[config.mk]
export PLATFORM = sky130hd
export DESIGN_NAME = rpc_pin_ctrl
export DESIGN_NICKNAME = d
export VERILOG_FILES = /design/src/rtl/rpc_sync.v /design/src/rtl/rpc_pin_ctrl.v
export VERILOG_INCLUDE_DIRS = /design/src /design/src/rtl
export SDC_FILE = /design/constraint.sdc
export NUM_CORES = 1
export LEC_CHECK = 0
export BUFFER_PORTS_ARGS = -buffer_cell sky130_fd_sc_hd__buf_2
export CORE_AREA = 2 2 40 57
export CTS_BUF_LIST = sky130_fd_sc_hd__clkbuf_8
export CTS_CLUSTER_DIAMETER = 50
export DETAILED_ROUTE_END_ITERATION = 8
export DIE_AREA = 0 0 42 59
export PLACE_DENSITY_LB_ADDON = 0.12
export SETUP_SLACK_MARGIN = 0.15
export SKIP_CTS_REPAIR_TIMING = 1
export SYNTH_ARGS = -nofsm -noshare
export SYNTH_HDL_FRONTEND = slang
export SYNTH_SLANG_ARGS = --single-unit
export TNS_END_PERCENT = 1
[constraint.sdc]
create_clock -name I_CORE_CLK -period 5.15 [get_ports I_CORE_CLK]
set_clock_uncertainty 0.15 [all_clocks]
set_input_delay 1.03 -clock I_CORE_CLK [delete_from_list [all_inputs] [get_ports I_CORE_CLK]]
set_output_delay 1.03 -clock I_CORE_CLK [all_outputs]
set_load 0.01 [all_outputs]
[src/rtl/rpc_defines.vh]
// Constants for the real-time clock pin control block.
// Assumes inclusion by bare name from the rtl folder.
`ifndef RPC_DEFINES_VH
`define RPC_DEFINES_VH
`define RPC_SEL_W        4
`define RPC_SEL_OFF      4'h0
`define RPC_STAT_W       8
`define RPC_STAT_RST     8'h00
`define RPC_STAT_CLK_BIT 6
`define RPC_STAT_ALM_BIT 7
`define RPC_TAP_W        16
`endif

[src/rtl/rpc_sync.v]
// Two-flop synchroniser for one pin level.
// Assumes the pin is asynchronous to I_CORE_CLK.
`timescale 1ns/1ps
module rpc_sync #(
   parameter       RST_VAL = 1'b0  // Level held while in reset.
) (
   input  wire     i_clk,          // Core clock.
   input  wire     i_srst,         // Synchronous reset, active high.
   input  wire     i_d,            // Asynchronous pin level.
   output wire     o_q             // Synchronised level.
);
   reg meta_ff;
   reg sync_ff;

   // The first flop feeds only the second.
   always @(posedge i_clk) begin
      if (i_srst) begin
         meta_ff <= RST_VAL;
         sync_ff <= RST_VAL;
      end else begin
         meta_ff <= i_d;
         sync_ff <= meta_ff;
      end
   end

   assign o_q = sync_ff;
endmodule // rpc_sync

[src/rtl/rpc_pin_ctrl.v]
// Pin control of a real-time clock: chip-select latch, square-wave out,
// power-down, interrupt output and reset.
// Assumes the counter chain supplies a tap vector and an alarm match on
// I_CORE_CLK; all pins pass a two-flop synchroniser first.
`timescale 1ns/1ps
`include "rpc_defines.vh"

// Operation
// - Latched select gates all pin accesses.
// - Square output follows one of fifteen taps.
// - Sleep forces square output low.
// - No rate selected holds output high outside power-down.
// - Low sleep pin enters power-down.
// - Alarm or square fall pulls interrupt low.
// - Reset clears status, interrupt high.
// - Power-down tri-states the interrupt pin while no event is pending.
// - Alarm still wakes host during power-down.
// - Control write withdraws the interrupt.
// - Select captured on strobe trailing edge.
// - Bus inputs ignored during power-down.
// - Pending access finishes before power-down.
// - First square fall sets status bit six.
module rpc_pin_ctrl (
   input  wire       I_CORE_CLK,         // Core clock, 125 MHz.
   input  wire       I_SRST,             // Synchronous reset, active high.
   input  wire       I_RESET_N,          // Reset pin, active low.
   input  wire       I_DEV_SEL,          // Device-select pin, active high.
   input  wire       I_ADDRESS_STROBE,   // Address strobe pin.
   input  wire       I_WRITE_STROBE_N,   // Write strobe pin, active low.
   input  wire       I_READ_N,           // Read strobe pin, active low.
   input  wire       I_SLEEP_N,          // Power-down pin, active low.
   input  wire [3:0] I_RATE_SEL,         // Control register upper nibble.
   input  wire       I_CTRL_WR,          // Control register write, pulse.
   input  wire [15:0] I_TAPS,            // Counter and prescaler taps.
   input  wire       I_ALARM_MATCH,      // Alarm match, pulse.
   input  wire       I_ALARM_EN,         // Alarm enabled.
   output reg        O_SEL_ACTIVE,       // Latched select, I/O enabled.
   output reg        O_WR_ACCEPT,        // Write taken, one-cycle pulse.
   output reg        O_RD_ACTIVE,        // Read in progress, level.
   output reg        O_SQ_WAVE,          // Square-wave output pin.
   output reg        O_INT_N_O,          // Interrupt pin output value.
   output reg        O_INT_N_OE,         // Interrupt pin output enable.
   output reg        O_POWER_DOWN,       // Power-down mode active.
   output reg  [7:0] O_STATUS            // Interrupt status register.
);
   // Synchronised pin levels.
   wire                   rst_n_s;     // Reset pin, active low.
   wire                   sel_s;       // Device-select pin.
   wire                   as_s;        // Address strobe pin.
   wire                   wr_n_s;      // Write strobe pin, active low.
   wire                   rd_n_s;      // Read strobe pin, active low.
   wire                   sleep_n_s;   // Power-down pin, active low.

   // Delayed copies for edge detection.
   reg                    as_d_ff;     // Strobe one cycle back.
   reg                    wr_n_d_ff;   // Write strobe one cycle back.
   reg                    sq_d_ff;     // Raw wave one cycle back.

   // Next values of the output registers.
   reg                    nxt_sel;
   reg                    nxt_wr_acc;
   reg                    nxt_rd;
   reg                    nxt_pd;
   reg                    nxt_sq;
   reg                    nxt_int_n;
   reg                    nxt_int_oe;
   reg [`RPC_STAT_W-1:0]  nxt_stat;

   // Decoded conditions.
   wire                   sq_raw;      // Selected tap, high when off.
   wire                   sq_fall;     // Falling edge of the raw wave.
   wire                   as_fall;     // Trailing edge of the strobe.
   wire                   wr_rise;     // Trailing edge of the write.
   wire                   access;      // Access open on the bus.
   wire                   clr;         // Status clear request.

   // Tap selection for the fifteen square-wave rates.
   function tap_pick;
      input [3:0]  sel;
      input [15:0] taps;
      begin
         tap_pick = taps[sel];
      end
   endfunction

   // An interrupt is pending while either event bit is set.
   function irq_pend;
      input [`RPC_STAT_W-1:0] stat;
      begin
         irq_pend = stat[`RPC_STAT_CLK_BIT] | stat[`RPC_STAT_ALM_BIT];
      end
   endfunction

   rpc_sync #(.RST_VAL(1'b1)) u_rst (.i_clk(I_CORE_CLK), .i_srst(I_SRST),
      .i_d(I_RESET_N), .o_q(rst_n_s));
   rpc_sync #(.RST_VAL(1'b0)) u_sel (.i_clk(I_CORE_CLK), .i_srst(I_SRST),
      .i_d(I_DEV_SEL), .o_q(sel_s));
   rpc_sync #(.RST_VAL(1'b0)) u_as (.i_clk(I_CORE_CLK), .i_srst(I_SRST),
      .i_d(I_ADDRESS_STROBE), .o_q(as_s));
   rpc_sync #(.RST_VAL(1'b1)) u_wr (.i_clk(I_CORE_CLK), .i_srst(I_SRST),
      .i_d(I_WRITE_STROBE_N), .o_q(wr_n_s));
   rpc_sync #(.RST_VAL(1'b1)) u_rd (.i_clk(I_CORE_CLK), .i_srst(I_SRST),
      .i_d(I_READ_N), .o_q(rd_n_s));
   rpc_sync #(.RST_VAL(1'b1)) u_slp (.i_clk(I_CORE_CLK), .i_srst(I_SRST),
      .i_d(I_SLEEP_N), .o_q(sleep_n_s));

   // Raw square wave: high when no rate is chosen.
   assign sq_raw  = (I_RATE_SEL == `RPC_SEL_OFF) ? 1'b1 :
                    tap_pick(I_RATE_SEL, I_TAPS);
   assign sq_fall = sq_d_ff & ~sq_raw;
   // Strobe trailing edges, seen after the synchronisers.
   assign as_fall = as_d_ff & ~as_s;
   assign wr_rise = ~wr_n_d_ff & wr_n_s;
   // An access is open while a write or read strobe is active with select latched.
   assign access  = O_SEL_ACTIVE & (~wr_n_s | ~rd_n_s);
   assign clr     = ~rst_n_s | I_CTRL_WR;

   // Select latch: the strobe is ignored in power-down, select kept.
   always @* begin
      nxt_sel = O_SEL_ACTIVE;
      if (as_fall & ~O_POWER_DOWN)
         nxt_sel = sel_s;
   end

   // Bus strobes: both need the latch and are refused in power-down.
   // A cycle already open when power-down is asked for still lands,
   // because the mode waits until the strobes have closed.
   always @* begin
      nxt_wr_acc = O_SEL_ACTIVE & wr_rise & rd_n_s
                   & ~O_POWER_DOWN;
      nxt_rd     = O_SEL_ACTIVE & ~rd_n_s & wr_n_s
                   & ~O_POWER_DOWN;
   end

   // Power-down follows a low pin once no access is open, and a high pin at once.
   always @* begin
      nxt_pd = O_POWER_DOWN;
      if (sleep_n_s)
         nxt_pd = 1'b0;
      else if (~access)
         nxt_pd = 1'b1;
   end

   // Square-wave pin: forced low in power-down.
   always @* begin
      nxt_sq = nxt_pd ? 1'b0 : sq_raw;
   end

   // Status: events win over a control write, a reset pin over both.
   always @* begin
      nxt_stat = O_STATUS;
      if (clr)
         nxt_stat = `RPC_STAT_RST;
      if (rst_n_s) begin
         if (sq_fall)
            nxt_stat[`RPC_STAT_CLK_BIT] = 1'b1;
         if (I_ALARM_MATCH & I_ALARM_EN)
            nxt_stat[`RPC_STAT_ALM_BIT] = 1'b1;
      end
   end

   // Interrupt pin: low while an event is pending; released in
   // power-down unless an event must wake the host.
   always @* begin
      nxt_int_n  = ~irq_pend(nxt_stat);
      nxt_int_oe = ~nxt_pd | irq_pend(nxt_stat);
   end

   // Edge-detect history; reset values match the idle pin levels.
   always @(posedge I_CORE_CLK) begin
      if (I_SRST) begin
         as_d_ff   <= 1'b0;
         wr_n_d_ff <= 1'b1;
         sq_d_ff   <= 1'b1;
      end else begin
         as_d_ff   <= as_s;
         wr_n_d_ff <= wr_n_s;
         sq_d_ff   <= sq_raw;
      end
   end

   // Bus side outputs: select latch, write pulse and read level.
   always @(posedge I_CORE_CLK) begin
      if (I_SRST) begin
         O_SEL_ACTIVE <= 1'b0;
         O_WR_ACCEPT  <= 1'b0;
         O_RD_ACTIVE  <= 1'b0;
      end else begin
         O_SEL_ACTIVE <= nxt_sel;
         O_WR_ACCEPT  <= nxt_wr_acc;
         O_RD_ACTIVE  <= nxt_rd;
      end
   end

   // Mode flag and square-wave pin.
   always @(posedge I_CORE_CLK) begin
      if (I_SRST) begin
         O_POWER_DOWN <= 1'b0;
         O_SQ_WAVE    <= 1'b1;
      end else begin
         O_POWER_DOWN <= nxt_pd;
         O_SQ_WAVE    <= nxt_sq;
      end
   end

   // Status register and interrupt pin.
   always @(posedge I_CORE_CLK) begin
      if (I_SRST) begin
         O_STATUS   <= `RPC_STAT_RST;
         O_INT_N_O  <= 1'b1;
         O_INT_N_OE <= 1'b1;
      end else begin
         O_STATUS   <= nxt_stat;
         O_INT_N_O  <= nxt_int_n;
         O_INT_N_OE <= nxt_int_oe;
      end
   end
endmodule // rpc_pin_ctrl

==> results.sh, run 1 <==
export IMPL_placed_area_sq_um=1140
export IMPL_syn_area_sq_um=956
export IMPL_leakagePower_nw=0.556
export IMPL_startpoint_type="input port"
export IMPL_post_route_cell_area_sq_um=1180
export IMPL_synthTopCellsByArea="dfxtp_1, or2_2, buf_4"
export IMPL_finalCritPeriodShare=0.430
export IMPL_htree_levels=1
export IMPL_dp_hpwl_microns=1280
export IMPL_rsz0062_at_grt="no"
export IMPL_io_pins=46
export IMPL_crit_path_end_kind="flop"
export IMPL_clockBufferDepth=2
export IMPL_wirelength_microns=1580
export IMPL_synthAdderAreaFrac=0
export IMPL_synth_xor_area_frac=0
export IMPL_drc=0
export IMPL_wl_per_cell_microns=10.4
export IMPL_avgSynthCellArea_sq_um=10.5
export IMPL_grt_max_degree=20
export IMPL_final_setup_viol_count=0
export IMPL_grt_pass1_vias=686
export IMPL_overflow=0
export IMPL_cts_sinks=24
export IMPL_grtUsageTotal=0.144
export IMPL_rows=19
export IMPL_hold_viol=0
export IMPL_viasPerCell=4.78
export IMPL_post_route_util=0.611
export IMPL_top_register="O_STATUS"
export IMPL_synth_compound_area_share=0.137
export IMPL_start_util=0.496
export IMPL_grt_pass1_wl_microns=2620
export IMPL_die_w_microns=42
export IMPL_total_power_uw=348
export IMPL_vias=722
export IMPL_holdWs_ps=238
export IMPL_dieArea_sq_um=2480
export IMPL_largest_reg_flops=2
export IMPL_syn_inst=91
export IMPL_dr_pass1_iters=2
export IMPL_dp_cells=148
export IMPL_max_cap_violations=0
export IMPL_cts_buffers=3
export IMPL_required_ps=5210
export IMPL_maxSlewViolCount=0
export IMPL_yosys_area_share_simple=0.205
export IMPL_syn_to_final_growth_pct=23.2
export IMPL_clock_fmax_ghz=0.452
export IMPL_worstHoldPathType="flop to flop"
export IMPL_ctsRootBufferMaster="clkbuf_8"
export IMPL_powerDensity_nw_per_um2=296
export IMPL_synth_mux_area_frac=0.0798
export IMPL_final_cells=151
export IMPL_pre_cts_slack_ps=2650
export IMPL_clk_latency_ps=260
export IMPL_drtAntennaViolNets=0
export IMPL_cts_tree="done"
export IMPL_nets=163
export IMPL_path_max_fanout=5
export IMPL_drive_gt1_frac=0.438
export IMPL_place_gp_congestion=0.790
export IMPL_antenna_found_initial=0
export IMPL_fp_coreArea_sq_um=1930
export IMPL_synth_top_family_by_area="simple AND/OR/NAND/NOR gates"
export IMPL_critPathArrivalTime_ps=2270
export IMPL_diodes=0
export IMPL_ir_worst_vdd_v=0.000205
export IMPL_fin_crit_ps=2210
export IMPL_first_iter_violations=2
export IMPL_io_buffers=39
export IMPL_setup_ws_ps=2940
export IMPL_critPathKind="input port to flop"
export IMPL_dieHeight_microns=59
export IMPL_fin_tns_setup_ps=0
export IMPL_synth_warnings=0
export IMPL_ys_ff_latch=24
export IMPL_synth_top_area_frac=0.503
export IMPL_clk_pin_slew_ps=70
export IMPL_yosysTopAreaCell="dfxtp_1"
export IMPL_synth_distinct_cells=30
export IMPL_status="complete, no violations"
export IMPL_yosysSeqAreaShare=0.503
cell type report:
type	count	area, sq um
sequential	24	480
tap	21	26.3
timing repair buffer	39	195
fill	174	748
inverter	2	7.51
clock buffer	3	41.3
multi-input combinational	62	427
where the power goes:
group | switching (mW) | total, mW | internal [mW]
clock | 0.0520 | 0.104 | 0.0522
sequential | 0.00306 | 0.198 | 0.195
combinational | 0.0215 | 0.0464 | 0.0249
total | 0.0765 | 0.348 | 0.272
Yosys cell counts:
cell type and number:
a211oi_1 1, and2b_1 1, a21o_1 1, a221o_1 1, a21oi_1 6, and3b_1 1, mux2_2 1, nand2b_1 2
a41o_1 1, o21ai_0 1, nand3b_1 1, a21boi_0 1, nor3b_1 1, buf_4 6, o21a_1 1, inv_1 2
nor2b_1 7, conb_1 1, dfxtp_1 24, buf_6 1, or2_2 10, nand3_1 1, mux4_2 2, nand2_1 7
nor2_1 4, clkbuf_1 1, mux2i_1 2, a2bb2oi_1 1, a21bo_2 1, a32oi_4 1
critical path, cell delays in order:
cell	delay, ps
buf_2	150
mux4_2	510
a2bb2oi_1	170
a32oi_4	220
a41o_1	200
path summary, 6_finish.rpt:
path	startpoint	endpoint	slack, ps	cells after the start
worst max-delay path	I_RATE_SEL[0]	O_INT_N_OE	2940	5
worst min-delay path	wr_n_d_ff	O_WR_ACCEPT	240	1
worst max register to register	O_SEL_ACTIVE	O_INT_N_OE	3660	4
worst min register to register	wr_n_d_ff	O_WR_ACCEPT	240	1
metal layers:
metal,GRT usage,up-vias,wire length [microns]
met2,0.263,24,850
li1,-,373,-
met1,0.133,321,559
met5,0,-,0
met3,0.0305,4,122
met4,0.124,0,42
logic make-up after synthesis:
family	after synthesis
simple gates	35
flops	24
compound gates	16
buf+inv	10
mux	5
other cells	1
cells in the final DEF (no fill, tap or decap), types with 2 or more instances in the layout:
cell type	synthesis	final
a21oi_1	6	6
buf_2	0	39
clkbuf_8	0	3
conb_1	1	6
dfxtp_1	24	24
inv_1	2	2
mux2i_1	2	2
mux4_2	2	2
nand2_1	7	7
nand2b_1	2	2
nor2_1	4	4
nor2b_1	7	7
or2_2	10	10
No activity file was read; power rests on OpenSTA's default activity.
==> inputs of run 2 (changes only) <==
Settings changed: ABC_AREA set to 1, CORE_AREA 2 2 40 57 to 2 2 44 62, DIE_AREA 0 0 42 59 to 0 0 46 64.
Clock period 5.15 ns to 1.95 ns, I/O delays scaled along.
==> run 2 against run 1 <==
Sequential cell count unchanged. Highest routed layer unchanged. Total power grew to 2.8 times the previous value. Largest power group unchanged. Synthesized cell count is 32% higher.
==> results.sh, run 2 <==
export IMPL_status="complete, no violations"
export IMPL_ctsRootBufferMaster="clkbuf_8"
export IMPL_synth_edff_count=0
export IMPL_min_from="I_RESET_N"
export IMPL_yosysSeqAreaShare=0.504
export IMPL_yosysTopAreaCell="dfxtp_1"
export IMPL_critPathSlowestCell="buf_2"
export IMPL_grtUsageTotal=0.124
export IMPL_synth_warnings=0
export IMPL_worstHoldPathType="input port to flop"
export IMPL_ff2ff_setup_slack_ps=710
export IMPL_wl_per_cell_microns=9.16
export IMPL_r2r_cells=3
export IMPL_final_cell_mix="buf_2, dfxtp_1, nor2_1"
export IMPL_setup_ws_ps=560
export IMPL_path_cells="buf_2 -> inv_4 -> nor2_1 -> nor2_1 -> nor2_1 -> nor2_1 -> nor2_2 -> nand3_2 -> nand2_2 -> nand2_2 -> nand2_1 -> nand2_1"
export IMPL_ir_worst_vdd_v=0.000574
export IMPL_post_route_cell_area_sq_um=1190
export IMPL_critPathArrivalTime_ps=1390
export IMPL_nets=192
export IMPL_worstReg2RegStart="O_POWER_DOWN"
export IMPL_startpoint_type="input port"
export IMPL_htree_levels=1
export IMPL_vias=829
export IMPL_path_max_fanout=9
export IMPL_max_cap_violations=0
export IMPL_syn_inst=120
export IMPL_syn_area_sq_um=953
export IMPL_synthTopCellsByArea="dfxtp_1, nor2_1, nand2_1"
export IMPL_pre_cts_slack_ps=272
export IMPL_post_route_util=0.505
export IMPL_fp_coreArea_sq_um=2360
export IMPL_maxSlewViolCount=0
export IMPL_worstReg2RegEnd="O_INT_N_OE"
export IMPL_clockBufferDepth=2
export IMPL_synthMostInstantiatedCell="dfxtp_1"
export IMPL_overflow=0
export IMPL_path_common_cell="nor2_1"
export IMPL_placed_area_sq_um=1140
export IMPL_wirelength_microns=1680
export IMPL_hold_depth=2
export IMPL_antenna_found_initial=0
export IMPL_first_iter_violations=11
export IMPL_place_gp_congestion=0.713
export IMPL_dieArea_sq_um=2940
export IMPL_ys_flop_type="dfxtp_1"
export IMPL_final_setup_viol_count=0
export IMPL_io_buffers=39
export IMPL_synth_top_area_frac=0.504
export IMPL_powerDensity_nw_per_um2=809
export IMPL_viasPerCell=4.53
export IMPL_io_pins=46
export IMPL_fin_crit_ps=1390
export IMPL_rsz0062_at_grt="no"
export IMPL_largest_reg_flops=2
export IMPL_hold_path_end="u_rst.meta_ff"
export IMPL_dr_pass1_iters=3
export IMPL_diodes=0
export IMPL_grt_pass1_vias=734
export IMPL_die_w_microns=46
export IMPL_leakagePower_nw=0.625
export IMPL_grt_pass1_wl_microns=2750
export IMPL_ys_ff_latch=24
export IMPL_required_ps=1950
export IMPL_start_util=0.403
export IMPL_dp_hpwl_microns=1390
export IMPL_netlist_top_cells_count="dfxtp_1, nor2_1, nand2_1"
export IMPL_drtAntennaViolNets=0
export IMPL_hold_viol=0
export IMPL_crit_path_end_kind="flop"
export IMPL_dieHeight_microns=64
export IMPL_finalCritPeriodShare=0.713
export IMPL_critPathKind="input port to flop"
export IMPL_drc=0
export IMPL_cts_sinks=24
export IMPL_clk_latency_ps=260
export IMPL_drive_gt1_frac=0.375
export IMPL_synth_distinct_cells=22
export IMPL_grt_max_degree=19
export IMPL_layout_commonest_cell="buf_2"
export IMPL_cpPeakStageDelay_ps=190
export IMPL_clk_pin_slew_ps=70
export IMPL_syn_to_final_growth_pct=25.3
export IMPL_avgSynthCellArea_sq_um=7.95
export IMPL_top_register="O_STATUS"
export IMPL_cts_tree="done"
export IMPL_cts_buffers=3
export IMPL_rows=21
export IMPL_clock_fmax_ghz=0.719
export IMPL_fin_tns_setup_ps=0
export IMPL_async_flop_share=0
export IMPL_holdWs_ps=159
[run 2: changes by cell type after synthesis, sizes merged, moves of 2 or more]
cell / before / now
inv: 2 / 17
nor4: 0 / 3
a21oi: 6 / 1
or2: 10 / 8
mux2i: 2 / 0
nor2: 4 / 19
o21ai: 1 / 5
nand3: 1 / 12
mux4: 2 / 0
nor2b: 7 / 0
nand2: 7 / 18
nand2b: 2 / 0
[run 2: layer usage]
| metal | track usage | vias up | wire length [microns] |
|---|---|---|---|
| met5 | 0 | - | 0 |
| li1 | - | 442 | - |
| met1 | 0.118 | 358 | 634 |
| met3 | 0.0226 | 2 | 123 |
| met2 | 0.224 | 27 | 900 |
| met4 | 0.0750 | 0 | 17 |
[run 2: stage by stage]
stage / power (mW) / std cells
floorplan: 0.619 / 125
global placement: 0.659 / 179
detailed placement: 0.662 / 179
CTS: 0.981 / 183
global route: 1.02 / 183
finish: 0.967 / 183
[run 2: worst max path at each step]
| stage | start | endpoint | slack [ps] | cells after the start |
|---|---|---|---|---|
| 2_1_floorplan | I_RATE_SEL[1] | O_INT_N_O | 490 | 11 |
| 3_3_place_gp | I_RATE_SEL[1] | O_INT_N_OE | 360 | 10 |
| 3_5_place_dp | I_RATE_SEL[1] | O_INT_N_O | 270 | 12 |
| 4_1_cts | I_RATE_SEL[1] | O_INT_N_O | 550 | 12 |
| 5_1_grt | I_RATE_SEL[1] | O_INT_N_O | 420 | 12 |
| 6_report | I_RATE_SEL[1] | O_INT_N_O | 560 | 12 |
[run 2: where the power goes]
part / internal (mW) / switching (mW)
logic: 0.0579 / 0.0691
clock network: 0.180 / 0.139
registers: 0.514 / 0.00734
total: 0.751 / 0.216
[run 2: logic make-up (layout without fill, tap and decap cells)]
kind of cell    after synthesis  after routing  synth area share
buf+inv                      26             61             0.136
simple gates                 60             60             0.299
flops                        24             24             0.504
compound gates                9              9            0.0564
other cells                   1              6           0.00393
[run 2: cell type report]
| class | instances | area [sq um] |
|---|---|---|
| Sequential cell | 24 | 480 |
| Inverter | 17 | 66.3 |
| Timing Repair Buffer | 40 | 203 |
| Clock buffer | 4 | 55.1 |
| Multi-Input combinational cell | 75 | 362 |
| Fill cell | 245 | 1170 |
| Tap cell | 23 | 28.8 |
[run 2: worst max-delay path, delay by kind of cell]
kind,cells,cell delay (ps)
and+or+nand+nor,10,750
buffers and inverters,2,240
